[src/include/sdf_pkg.sv]
package sdf_pkg;
	// Device register offsets on the link
	localparam logic [7:0] REG_HOST_IF_CTRL = 8'h06;
	localparam logic [7:0] REG_HOST_INT_CTRL = 8'h07;
	localparam logic [7:0] REG_INT_STATUS = 8'h2d;
	localparam logic [7:0] REG_FIFO_FORMAT = 8'h08;
	// Field positions
	localparam int HIC_ASYNC_BIT = 7;
	localparam int HINTC_MASK_SYNC_BIT = 2;
	localparam int HINTC_MASK_ASYNC_BIT = 3;
	localparam int IST_SYNC_BIT = 5;
	localparam int IST_ASYNC_BIT = 6;
	localparam int FMT_NO_TS_BIT = 0;
	// Values after reset
	localparam logic [7:0] HIC_RESET = 8'h00;
	localparam logic [7:0] HINTC_RESET = 8'h00;
	localparam logic [7:0] FMT_RESET = 8'h00;
	// Output channel numbers on the link
	localparam logic [1:0] CH_NON_WAKE = 2'h1;
	localparam logic [1:0] CH_WAKE = 2'h2;
	localparam logic [1:0] CH_STATUS = 2'h3;
	// Event identifiers, non-wake-up and wake-up
	localparam logic [7:0] ID_TEMP_NW = 8'h80;
	localparam logic [7:0] ID_TEMP_WK = 8'h84;
	localparam logic [7:0] ID_SDELTA_NW = 8'hfb;
	localparam logic [7:0] ID_SDELTA_WK = 8'hf5;
	localparam logic [7:0] ID_FULL_TS_NW = 8'hfd;
	localparam logic [7:0] ID_FULL_TS_WK = 8'hf7;
	localparam logic [7:0] ID_META_NW = 8'hfe;
	localparam logic [7:0] ID_META_WK = 8'hf8;
	localparam logic [7:0] ID_FILLER = 8'hff;
	localparam logic [7:0] ID_PADDING = 8'h00;
	localparam logic [7:0] META_SPACER = 8'h00;
	// Frame layout counts in bytes
	localparam logic [5:0] DESC_BYTES = 6'h04;
	localparam logic [5:0] META_BYTES = 6'h04;
	localparam logic [5:0] FULL_TS_BYTES = 6'h06;
	localparam logic [3:0] TEMP_EVT_BYTES = 4'h3;
	// Controller register offsets on APB
	localparam logic [7:0] APB_CMD = 8'h00;
	localparam logic [7:0] APB_STATUS = 8'h04;
	localparam logic [7:0] APB_IRQ_STATUS = 8'h08;
	localparam logic [7:0] APB_IRQ_MASK = 8'h0c;
	localparam int IRQ_DONE_BIT = 0;
	localparam int IRQ_DEV_BIT = 1;
	localparam logic [1:0] IRQ_MASK_RESET = 2'h0;
	typedef enum logic [1:0] {OP_NONE = 2'h0, OP_WR = 2'h1, OP_RD = 2'h2, OP_CH = 2'h3} sdf_op_t;
	typedef enum logic [1:0] {HST_IDLE = 2'h0, HST_ISSUE = 2'h1, HST_CAPT = 2'h3} sdf_hst_t;
endpackage

[src/include/sdf_link_if.sv]
`timescale 1ns/1ps
`default_nettype none
interface sdf_link_if;
	logic [7:0] reg_addr;
	logic [7:0] reg_wdata;
	logic reg_wr;
	logic reg_rd;
	logic [7:0] reg_rdata;
	logic [1:0] ch_sel;
	logic ch_rd;
	logic [7:0] ch_data;
	logic ch_valid;
	logic host_irq;
	modport dev (input reg_addr, reg_wdata, reg_wr, reg_rd, ch_sel, ch_rd,
		output reg_rdata, ch_data, ch_valid, host_irq);
	modport host (output reg_addr, reg_wdata, reg_wr, reg_rd, ch_sel, ch_rd,
		input reg_rdata, ch_data, ch_valid, host_irq);
endinterface
`default_nettype wire

[src/hdl/sdf_framer.sv]
`timescale 1ns/1ps
`default_nettype none
module sdf_framer import sdf_pkg::*; #(
	parameter int MAX_PAY = 8
) (
	// Clock and reset
	input wire logic ref_clk,
	input wire logic rst_n,
	// Frame request
	input wire logic start,
	input wire logic wake,
	input wire logic ts_en,
	input wire logic [39:0] tstamp,
	input wire logic [8*MAX_PAY-1:0] payload,
	input wire logic [3:0] pay_len,
	// Byte stream
	input wire logic take,
	output logic busy,
	output logic [7:0] byte_out
);
	if (MAX_PAY < 1 || MAX_PAY > 8) begin : g_chk
		$error("MAX_PAY must be 1 to 8");
	end

	typedef struct packed {
		logic busy;
		logic [4:0] idx;
		logic wake;
		logic ts_en;
		logic [39:0] ts;
		logic [8*MAX_PAY-1:0] pay;
		logic [3:0] len;
		logic [15:0] bcnt;
	} sdf_frm_t;

	sdf_frm_t s, next_s;
	logic [5:0] blen, total, hdr, pos, k;

	// Geometry of the single block of this transfer
	always_comb begin
		blen = META_BYTES + (s.ts_en ? FULL_TS_BYTES : 6'h00) + {2'h0, s.len};
		total = ((blen + 6'h03) & 6'h3c) + DESC_BYTES; // Last block ends on a 32-bit boundary
		hdr = DESC_BYTES + blen - {2'h0, s.len};
		pos = {1'b0, s.idx};
		k = pos - hdr;
	end

	// Byte at the current position; every multi-byte field goes low byte first
	always_comb begin
		byte_out = ID_PADDING; // Pad after the payload
		if (pos == 6'h00) begin
			byte_out = {2'h0, total - 6'h02}; // Length counts from the small delta on
		end else if (pos == 6'h01) begin
			byte_out = 8'h00;
		end else if (pos == 6'h02) begin
			byte_out = s.wake ? ID_SDELTA_WK : ID_SDELTA_NW;
		end else if (pos == 6'h03) begin
			byte_out = 8'h00;
		end else if (pos == 6'h04) begin
			byte_out = s.wake ? ID_META_WK : ID_META_NW;
		end else if (pos == 6'h05) begin
			byte_out = META_SPACER;
		end else if (pos == 6'h06) begin
			byte_out = s.bcnt[7:0];
		end else if (pos == 6'h07) begin
			byte_out = s.bcnt[15:8];
		end else if (s.ts_en && pos == 6'h08) begin
			byte_out = s.wake ? ID_FULL_TS_WK : ID_FULL_TS_NW; // Omitted when suppressed
		end else if (s.ts_en && pos < 6'h0e) begin
			byte_out = s.ts[(pos - 6'h09) * 8 +: 8];
		end else if (pos < hdr + {2'h0, s.len}) begin
			byte_out = s.pay[k * 8 +: 8];
		end
	end

	assign busy = s.busy;

	// Load on start, step on take, close on the last byte
	always_comb begin
		next_s = s;
		if (s.busy && take) begin
			next_s.idx = s.idx + 5'h01;
			if (pos == total - 6'h01) begin
				next_s.busy = 1'b0;
				next_s.bcnt = s.bcnt + 16'h0001;
			end
		end else if (!s.busy && start) begin
			next_s.busy = 1'b1;
			next_s.idx = 5'h00;
			next_s.wake = wake;
			next_s.ts_en = ts_en;
			next_s.ts = tstamp;
			next_s.pay = payload;
			next_s.len = pay_len;
		end
	end

	always_ff @(posedge ref_clk) begin
		if (!rst_n) begin
			s <= '0;
		end else begin
			s <= next_s;
		end
	end
endmodule
`default_nettype wire

[src/hdl/sdf_device.sv]
`timescale 1ns/1ps
`default_nettype none
// Function
// - Multi-byte fields go out low byte first
// - Timestamp suppressed: block starts with meta only
// - Host suppresses timestamps only without overflow risk
// - Sensor channels always use descriptor-plus-block framing
// - Async select bit picks status channel mode
// - Status bit 5: sync response available
// - Status bit 6: async data available
// - Control bit 2 masks sync interrupt
// - Control bit 3 masks async interrupt
// - Host selects sync mode before commands; sdf_host leaves the mode switch order to software
// - Sync mode holds async messages in buffer
// - Host returns to async after response read; sdf_host leaves the mode switch order to software
// - Sync mode sends bare command responses only
// - Async mode delivers buffer, raises interrupt
// - Async mode frames errors, debug, responses
// - Host scans async stream for its response; sdf_host only returns each byte, software parses the stream
// - Temperature: IDs 128/132, three bytes, signed
// - Pad last block to four bytes
module sdf_device import sdf_pkg::*; #(
	parameter int DEPTH = 4
) (
	// Clock and reset
	input wire logic ref_clk,
	input wire logic rst_n,
	// Host link
	sdf_link_if.dev lnk,
	// Temperature samples
	input wire logic temp_valid,
	input wire logic temp_wake,
	input wire logic [15:0] temp_value,
	output logic temp_ready,
	// Command responses
	input wire logic resp_valid,
	input wire logic [63:0] resp_data,
	input wire logic [3:0] resp_len,
	// Error and debug messages
	input wire logic evt_valid,
	input wire logic [63:0] evt_data,
	input wire logic [3:0] evt_len,
	output logic evt_ready,
	// Mode seen by the firmware side
	output logic async_mode
);
	if (DEPTH < 2 || (DEPTH & (DEPTH - 1)) != 0) begin : g_chk
		$error("DEPTH must be a power of two, at least 2");
	end

	localparam int AW = $clog2(DEPTH);
	localparam logic [AW:0] FULL_CNT = (AW + 1)'(DEPTH);

	typedef struct packed {
		logic [7:0] hic;
		logic [7:0] hintc;
		logic [7:0] fmt;
		logic [7:0] rdata;
		logic [7:0] ch_data;
		logic ch_valid;
		logic [1:0] tpend;
		logic [1:0][15:0] tval;
		logic rsp_pend;
		logic [63:0] rsp_data;
		logic [3:0] rsp_len;
		logic [3:0] rsp_idx;
		logic [DEPTH-1:0][67:0] mem;
		logic [AW-1:0] wp;
		logic [AW-1:0] rp;
		logic [AW:0] cnt;
		logic [39:0] tsc;
	} sdf_dev_t;

	sdf_dev_t s, next_s;
	logic [2:0] f_start, f_take, f_busy;
	logic [2:0][63:0] f_pay;
	logic [2:0][3:0] f_len;
	logic [2:0][7:0] f_byte;
	logic [7:0] istat;
	logic sync_avail, async_avail;

	assign async_mode = s.hic[HIC_ASYNC_BIT];
	assign temp_ready = ~s.tpend[temp_wake];
	// A response in async mode takes the buffer port this cycle
	assign evt_ready = (s.cnt != FULL_CNT) && !(resp_valid && async_mode);

	// Status levels follow what is waiting to be read
	assign sync_avail = s.rsp_pend && !async_mode;
	assign async_avail = async_mode && (s.cnt != '0 || f_busy[2]);
	always_comb begin
		istat = 8'h00;
		istat[IST_SYNC_BIT] = sync_avail;
		istat[IST_ASYNC_BIT] = async_avail;
	end
	// Masks only gate the pin; the status register still shows the event
	assign lnk.host_irq = (istat[IST_SYNC_BIT] && !s.hintc[HINTC_MASK_SYNC_BIT])
		|| (istat[IST_ASYNC_BIT] && !s.hintc[HINTC_MASK_ASYNC_BIT]);
	assign lnk.reg_rdata = s.rdata;
	assign lnk.ch_data = s.ch_data;
	assign lnk.ch_valid = s.ch_valid;

	// Framers: non-wake, wake, and status channel in async mode
	for (genvar g = 0; g < 3; g++) begin : g_frm
		sdf_framer #(.MAX_PAY(8)) u_frm (
			.ref_clk(ref_clk),
			.rst_n(rst_n),
			.start(f_start[g]),
			.wake(g == 1),
			.ts_en(~s.fmt[FMT_NO_TS_BIT]),
			.tstamp(s.tsc),
			.payload(f_pay[g]),
			.pay_len(f_len[g]),
			.take(f_take[g]),
			.busy(f_busy[g]),
			.byte_out(f_byte[g])
		);
	end

	// Next state of the whole device end
	always_comb begin
		logic push;
		logic pop;
		logic [67:0] entry;
		push = 1'b0;
		pop = 1'b0;
		entry = '0;
		next_s = s;
		f_start = '0;
		f_take = '0;
		// Temperature event: id then value low byte first
		f_pay[0] = {40'h0, s.tval[0], ID_TEMP_NW};
		f_pay[1] = {40'h0, s.tval[1], ID_TEMP_WK};
		f_len[0] = TEMP_EVT_BYTES;
		f_len[1] = TEMP_EVT_BYTES;
		f_pay[2] = s.mem[s.rp][63:0];
		f_len[2] = s.mem[s.rp][67:64];
		next_s.tsc = s.tsc + 40'h1;
		next_s.ch_valid = 1'b0;

		// Sensor channels always leave through a framer
		for (int i = 0; i < 2; i++) begin
			if (s.tpend[i] && !f_busy[i]) begin
				f_start[i] = 1'b1;
				next_s.tpend[i] = 1'b0;
			end
		end
		// A new sample wins over the start that empties the slot
		if (temp_valid) begin
			next_s.tpend[temp_wake] = 1'b1;
			next_s.tval[temp_wake] = temp_value;
		end

		// Buffered messages are only framed out in async mode
		if (async_mode && s.cnt != '0 && !f_busy[2]) begin
			pop = 1'b1;
			f_start[2] = 1'b1;
		end

		// Link register access
		if (lnk.reg_wr) begin
			case (lnk.reg_addr)
				REG_HOST_IF_CTRL: next_s.hic = lnk.reg_wdata;
				REG_HOST_INT_CTRL: next_s.hintc = lnk.reg_wdata;
				REG_FIFO_FORMAT: next_s.fmt = lnk.reg_wdata;
				default: ;
			endcase
		end
		if (lnk.reg_rd) begin
			case (lnk.reg_addr)
				REG_HOST_IF_CTRL: next_s.rdata = s.hic;
				REG_HOST_INT_CTRL: next_s.rdata = s.hintc;
				REG_FIFO_FORMAT: next_s.rdata = s.fmt;
				REG_INT_STATUS: next_s.rdata = istat;
				default: next_s.rdata = 8'h00;
			endcase
		end

		// Channel byte read; an empty channel answers with valid low
		if (lnk.ch_rd) begin
			next_s.ch_data = 8'h00;
			case (lnk.ch_sel)
				CH_NON_WAKE, CH_WAKE: begin
					if (f_busy[lnk.ch_sel - 2'h1]) begin
						f_take[lnk.ch_sel - 2'h1] = 1'b1;
						next_s.ch_valid = 1'b1;
						next_s.ch_data = f_byte[lnk.ch_sel - 2'h1];
					end
				end
				CH_STATUS: begin
					if (async_mode && f_busy[2]) begin
						f_take[2] = 1'b1;
						next_s.ch_valid = 1'b1;
						next_s.ch_data = f_byte[2];
					end else if (!async_mode && s.rsp_pend) begin
						next_s.ch_valid = 1'b1; // Bare response bytes, low first
						next_s.ch_data = s.rsp_data[s.rsp_idx * 8 +: 8];
						next_s.rsp_idx = s.rsp_idx + 4'h1;
						if (s.rsp_idx == s.rsp_len - 4'h1) begin
							next_s.rsp_pend = 1'b0;
						end
					end
				end
				default: ;
			endcase
		end

		// Responses: direct in sync mode, into the stream in async mode
		if (resp_valid && async_mode) begin
			push = 1'b1;
			entry = {resp_len, resp_data};
		end else if (resp_valid) begin
			next_s.rsp_pend = 1'b1;
			next_s.rsp_data = resp_data;
			next_s.rsp_len = resp_len;
			next_s.rsp_idx = 4'h0;
		end else if (evt_valid && evt_ready) begin
			push = 1'b1; // Held until async mode
			entry = {evt_len, evt_data};
		end
		// A full buffer drops the message; evt_ready warns the source
		if (push && s.cnt == FULL_CNT) begin
			push = 1'b0;
		end
		if (push) begin
			next_s.mem[s.wp] = entry;
			next_s.wp = s.wp + 1'b1;
		end
		if (pop) begin
			next_s.rp = s.rp + 1'b1;
		end
		next_s.cnt = s.cnt + (AW + 1)'(push) - (AW + 1)'(pop);
	end

	always_ff @(posedge ref_clk) begin
		if (!rst_n) begin
			s <= '0;
			s.hic <= HIC_RESET;
			s.hintc <= HINTC_RESET;
			s.fmt <= FMT_RESET;
		end else begin
			s <= next_s;
		end
	end
endmodule
`default_nettype wire

[src/flat_wrapper.sv]
// flat-port wrapper written by rule: the top's interface ports become plain ports
module sdf_device_flat import sdf_pkg::*;
#(
	parameter int DEPTH = 4
)
  (ref_clk, rst_n, temp_valid, temp_wake, temp_value, temp_ready, resp_valid, resp_data, resp_len, evt_valid, evt_data, evt_len, evt_ready, async_mode, lnk_reg_addr, lnk_reg_wdata, lnk_reg_wr, lnk_reg_rd, lnk_ch_sel, lnk_ch_rd, lnk_reg_rdata, lnk_ch_data, lnk_ch_valid, lnk_host_irq);
  sdf_link_if lnk_i ();
  input wire logic ref_clk;
  input wire logic rst_n;
  input wire logic temp_valid;
  input wire logic temp_wake;
  input wire logic [15:0] temp_value;
  output logic temp_ready;
  input wire logic resp_valid;
  input wire logic [63:0] resp_data;
  input wire logic [3:0] resp_len;
  input wire logic evt_valid;
  input wire logic [63:0] evt_data;
  input wire logic [3:0] evt_len;
  output logic evt_ready;
  output logic async_mode;
  input wire logic [$bits(lnk_i.reg_addr)-1:0] lnk_reg_addr;
  input wire logic [$bits(lnk_i.reg_wdata)-1:0] lnk_reg_wdata;
  input wire logic [$bits(lnk_i.reg_wr)-1:0] lnk_reg_wr;
  input wire logic [$bits(lnk_i.reg_rd)-1:0] lnk_reg_rd;
  input wire logic [$bits(lnk_i.ch_sel)-1:0] lnk_ch_sel;
  input wire logic [$bits(lnk_i.ch_rd)-1:0] lnk_ch_rd;
  output wire logic [$bits(lnk_i.reg_rdata)-1:0] lnk_reg_rdata;
  output wire logic [$bits(lnk_i.ch_data)-1:0] lnk_ch_data;
  output wire logic [$bits(lnk_i.ch_valid)-1:0] lnk_ch_valid;
  output wire logic [$bits(lnk_i.host_irq)-1:0] lnk_host_irq;
  assign lnk_i.reg_addr = lnk_reg_addr;
  assign lnk_i.reg_wdata = lnk_reg_wdata;
  assign lnk_i.reg_wr = lnk_reg_wr;
  assign lnk_i.reg_rd = lnk_reg_rd;
  assign lnk_i.ch_sel = lnk_ch_sel;
  assign lnk_i.ch_rd = lnk_ch_rd;
  assign lnk_reg_rdata = lnk_i.reg_rdata;
  assign lnk_ch_data = lnk_i.ch_data;
  assign lnk_ch_valid = lnk_i.ch_valid;
  assign lnk_host_irq = lnk_i.host_irq;
  sdf_device #(.DEPTH(DEPTH)) u_core (.ref_clk(ref_clk), .rst_n(rst_n), .lnk(lnk_i), .temp_valid(temp_valid), .temp_wake(temp_wake), .temp_value(temp_value), .temp_ready(temp_ready), .resp_valid(resp_valid), .resp_data(resp_data), .resp_len(resp_len), .evt_valid(evt_valid), .evt_data(evt_data), .evt_len(evt_len), .evt_ready(evt_ready), .async_mode(async_mode));
endmodule
[config.mk]
export PLATFORM = sky130hd
export DESIGN_NAME = sdf_device_flat
export DESIGN_NICKNAME = d
export VERILOG_FILES = /design/src/include/sdf_pkg.sv /design/src/include/sdf_link_if.sv /design/src/hdl/sdf_framer.sv /design/src/hdl/sdf_device.sv /design/src/flat_wrapper.sv
export SDC_FILE = /design/constraint.sdc
export NUM_CORES = 2
export LEC_CHECK = 0
export BUFFER_PORTS_ARGS = -buffer_cell sky130_fd_sc_hd__buf_2
export CAP_MARGIN = 20
export CORE_MARGIN = 2
export CORE_UTILIZATION = 50
export CTS_BUF_LIST = sky130_fd_sc_hd__clkbuf_16
export DETAILED_ROUTE_END_ITERATION = 7
export PLACE_DENSITY_LB_ADDON = 0.1
export SLEW_MARGIN = 20
export SYNTH_ARGS = -nofsm -noshare
export SYNTH_HDL_FRONTEND = slang
export SYNTH_SLANG_ARGS = --single-unit
[constraint.sdc]
create_clock -name ref_clk -period 13.3 [get_ports ref_clk]
set_input_delay 1.995 -clock ref_clk [delete_from_list [all_inputs] [get_ports ref_clk]]
set_output_delay 1.995 -clock ref_clk [all_outputs]
set_load 0.005 [all_outputs]
==> flow_summary.toml <==
[logic_synthesis]
ys_seq_area_share_pct = 43.4
syn_inst = 4066
yosysUniqueCellTypes = 75
synth-edff-count = 0
synth_flop_cell = "dfxtp_1"
async_flop_share_pct = 0
syn-cell-area_um2 = 35000
ys_seq_elements = 758
syn-num-nets = 4327
yosysWarnings = 0
avgSynthCellArea_um2 = 8.60

[power_and_ir_drop]
p_clk_share_pct = 44.4
p_seq_share_pct = 48.8
p_switching_uw = 1200
leakage_uw = 0.0131
powerDensity_nw_per_um2 = 125
finalPower_uw = 4830
comb_power_share_pct = 6.8
ir_drop_mv = 0.111
switching_share_pct = 24.9
internal_power_uw = 3620

[drt]
drt_iter0_markers = 2835
drc = 0
ant_nets = 0
via_per_inst = 5.79
drt_wl_total_um = 102000
wl_per_cell_um = 20.2
dr_total_vias = 29200
firstDrtPassIters = 5

[critical_path]
crit_chain = "inv_1, ha_1, inv_1, ha_1, inv_1, ha_1, inv_1, ha_1, a21oi_1, xnor2_1, ha_1, xnor2_1, ha_1, o211ai_1, o21a_1, a211oi_1, nor3_1, o211ai_1, o221ai_1"
critPathKind = "register to register"
cp_slowest_stage_delay_ps = 570
critical_path_buf_inv_count = 4
worst_path_most_repeated_cell = "ha_1"
cp_top_family = "adder cells"
worstPathRequired_ps = 13780
critPathArrivalTime_ps = 5630
cp-start-kind = "register"
cp_max_fo = 10
crit_path_top_delay_cell = "a211oi_1"
end_kind = "register"

[outcome]
status = "finished, final reports clean"

[sta]
slew_headroom_pct = 26.5
min_period_ps = 5150
fin_tns_setup_ps = 0
fmax_ghz = 0.194
drv_slew = 0
setup_viol = 0
rsz0062_at_grt = "no"
worstMarginPinSlew_ps = 1100
finalHoldViolCount = 0
whs_ps = 450
min_period_over_period_pct = 38.7
finClkSkew_ps = 35.4

[clocking]
cts_hold_buf = 0
htreeDepth = 3
clock-sinks = 758
tritoncts = "yes"
clockBufferDepth = 3
cts_root_buf = "clkbuf_16"
cts_setup_buffers = 0
clk_pin_slew_ps = 60
cts-buffers-inserted = 82
postCtsResizedCells = 0
clk_latency_ps = 650

[grt]
grt_max_degree = 115
track_usage_pct = 27.9
antenna_found_initial = 1
grt_pass1_wl_um = 159000
grt_pass1_vias = 27500
gr-total-overflow = 0

[die]
die_w_um = 268
die-height_um = 268
start_util_pct = 50.7
rows = 96
ios = 200
die_area_um2 = 72100
coreArea_um2 = 68900

[run]
cap_violations = 0

[place]
gp_congestion = 0.937
place_hpwl_um = 68100
numPortBuffers = 199

[hold_path]
hp-class = "register to register"

[cells_and_area]
layout-drive-gt1-share_pct = 12.6
final_nets = 4306
syn2layout_area_growth_pct = 10.4
n_antenna_cell = 0
## tightest hold or removal path: stages (launching register included)
cell and delay, ps:
dfxtp_1 310, nand2_1 50, a21oi_1 50
## through the flow
stage	instances	cell area [um^2]	util (%)	worst slack, ps
2_1_floorplan	4066	35000	-	8700
3_3_place_gp	4892	36100	52.4	7670
3_5_place_dp	4892	36100	52.4	7540
4_1_cts	5037	38600	56.0	8150
5_1_grt	5037	38600	56.0	7730
6_report	5037	38600	56.0	8150
## final cells by class
cell class / count / area (um^2)
Fill cell: 6499 / 30300
Multi-Input combinational cell: 2894 / 18200
Sequential cell: 758 / 15200
Clock buffer: 82 / 2050
Timing Repair Buffer: 238 / 1290
Tap cell: 931 / 1160
Clock inverter: 63 / 430
Inverter: 71 / 277
## flip-flops by register name, summed over array words and instances, names as in the netlist
signal / flops
u_core.lnk.ch_valid: 1
u_core.g_frm.u_frm.pos: 15
u_core.g_frm.u_frm.s: 273
u_core.lnk.ch_data: 8
u_core.lnk.reg_rdata: 8
u_core.f_pay: 32
u_core.g_frm.u_frm.busy: 3
u_core.async_mode: 1
u_core.s: 417
## layout by cell type (no fill, tap or decap), drive strengths merged, types with 18 or more instances in the layout
| master | n |
|---|---|
| ha | 79 |
| xor2 | 54 |
| mux2i | 40 |
| nand2b | 26 |
| clkinv | 29 |
| and2 | 19 |
| nand2 | 770 |
| a21oi | 438 |
| dfxtp | 758 |
| mux4 | 124 |
| a211oi | 293 |
| or3 | 32 |
| xnor2 | 54 |
| nor3 | 28 |
| clkbuf | 82 |
| a221oi | 18 |
| a22oi | 94 |
| and3 | 24 |
| o21ai | 72 |
| nor2 | 447 |
| buf | 238 |
| nand4 | 33 |
| nand3 | 61 |
| inv | 99 |
| o31ai | 21 |
## worst paths after layout
check / end / slack [ps] / cells past startpoint / startpoint
min: u_core.g_frm[1].u_frm.s[42]$_SDFFE_PN0P_ / 450 / 2 / u_core.f_pay[86]$_SDFFE_PN0P_
max reg2reg: u_core.lnk.ch_data[6]$_SDFFE_PN0P_ / 8150 / 19 / u_core.g_frm[2].u_frm.s[124]$_SDFFE_PN0P_
min reg2reg: u_core.g_frm[1].u_frm.s[42]$_SDFFE_PN0P_ / 450 / 2 / u_core.f_pay[86]$_SDFFE_PN0P_
max: u_core.lnk.ch_data[6]$_SDFFE_PN0P_ / 8150 / 19 / u_core.g_frm[2].u_frm.s[124]$_SDFFE_PN0P_
## power by group through the flow
stage / Combinational, uW / Sequential [uW] / Clock, uW
after floorplan: 222 / 2390 / 0
after global placement: 326 / 2400 / 0
after detailed placement: 327 / 2410 / 0
after CTS: 329 / 2360 / 2180
after global routing: 360 / 2360 / 2270
final: 329 / 2360 / 2140
## synthesized netlist by cell type, drive strengths merged, types with 61 or more instances
| cell | number | area share, % |
|---|---|---|
| nand2 | 770 | 8.3 |
| dfxtp | 758 | 43 |
| nor2 | 447 | 4.8 |
| a21oi | 438 | 6.3 |
| a211oi | 293 | 6.3 |
| clkbuf | 293 | 3.1 |
| mux4 | 124 | 8.0 |
| a22oi | 94 | 2.0 |
| ha | 79 | 2.8 |
| o21ai | 72 | 1.0 |
| inv | 70 | 0.75 |
| nand3 | 61 | 0.87 |
## per-layer routing
layer  up-vias  wire length (um)  track usage, %
li1      14300                 -               -
met1     14000             44500            37.0
met2       755             49500            47.0
met3       185              4600            3.63
met4         0              3340            9.56
met5         -                 0               0
## logic make-up after synthesis
family,Yosys count,share of synthesized area [%]
fa+ha+maj,82,3.00
xor+xnor,108,2.70
flops,758,43.4
simple gates,1503,18.2
mux,179,9.61
buf+inv,414,4.64
compound gates,1022,18.5
(Power assumes the default switching activity.)
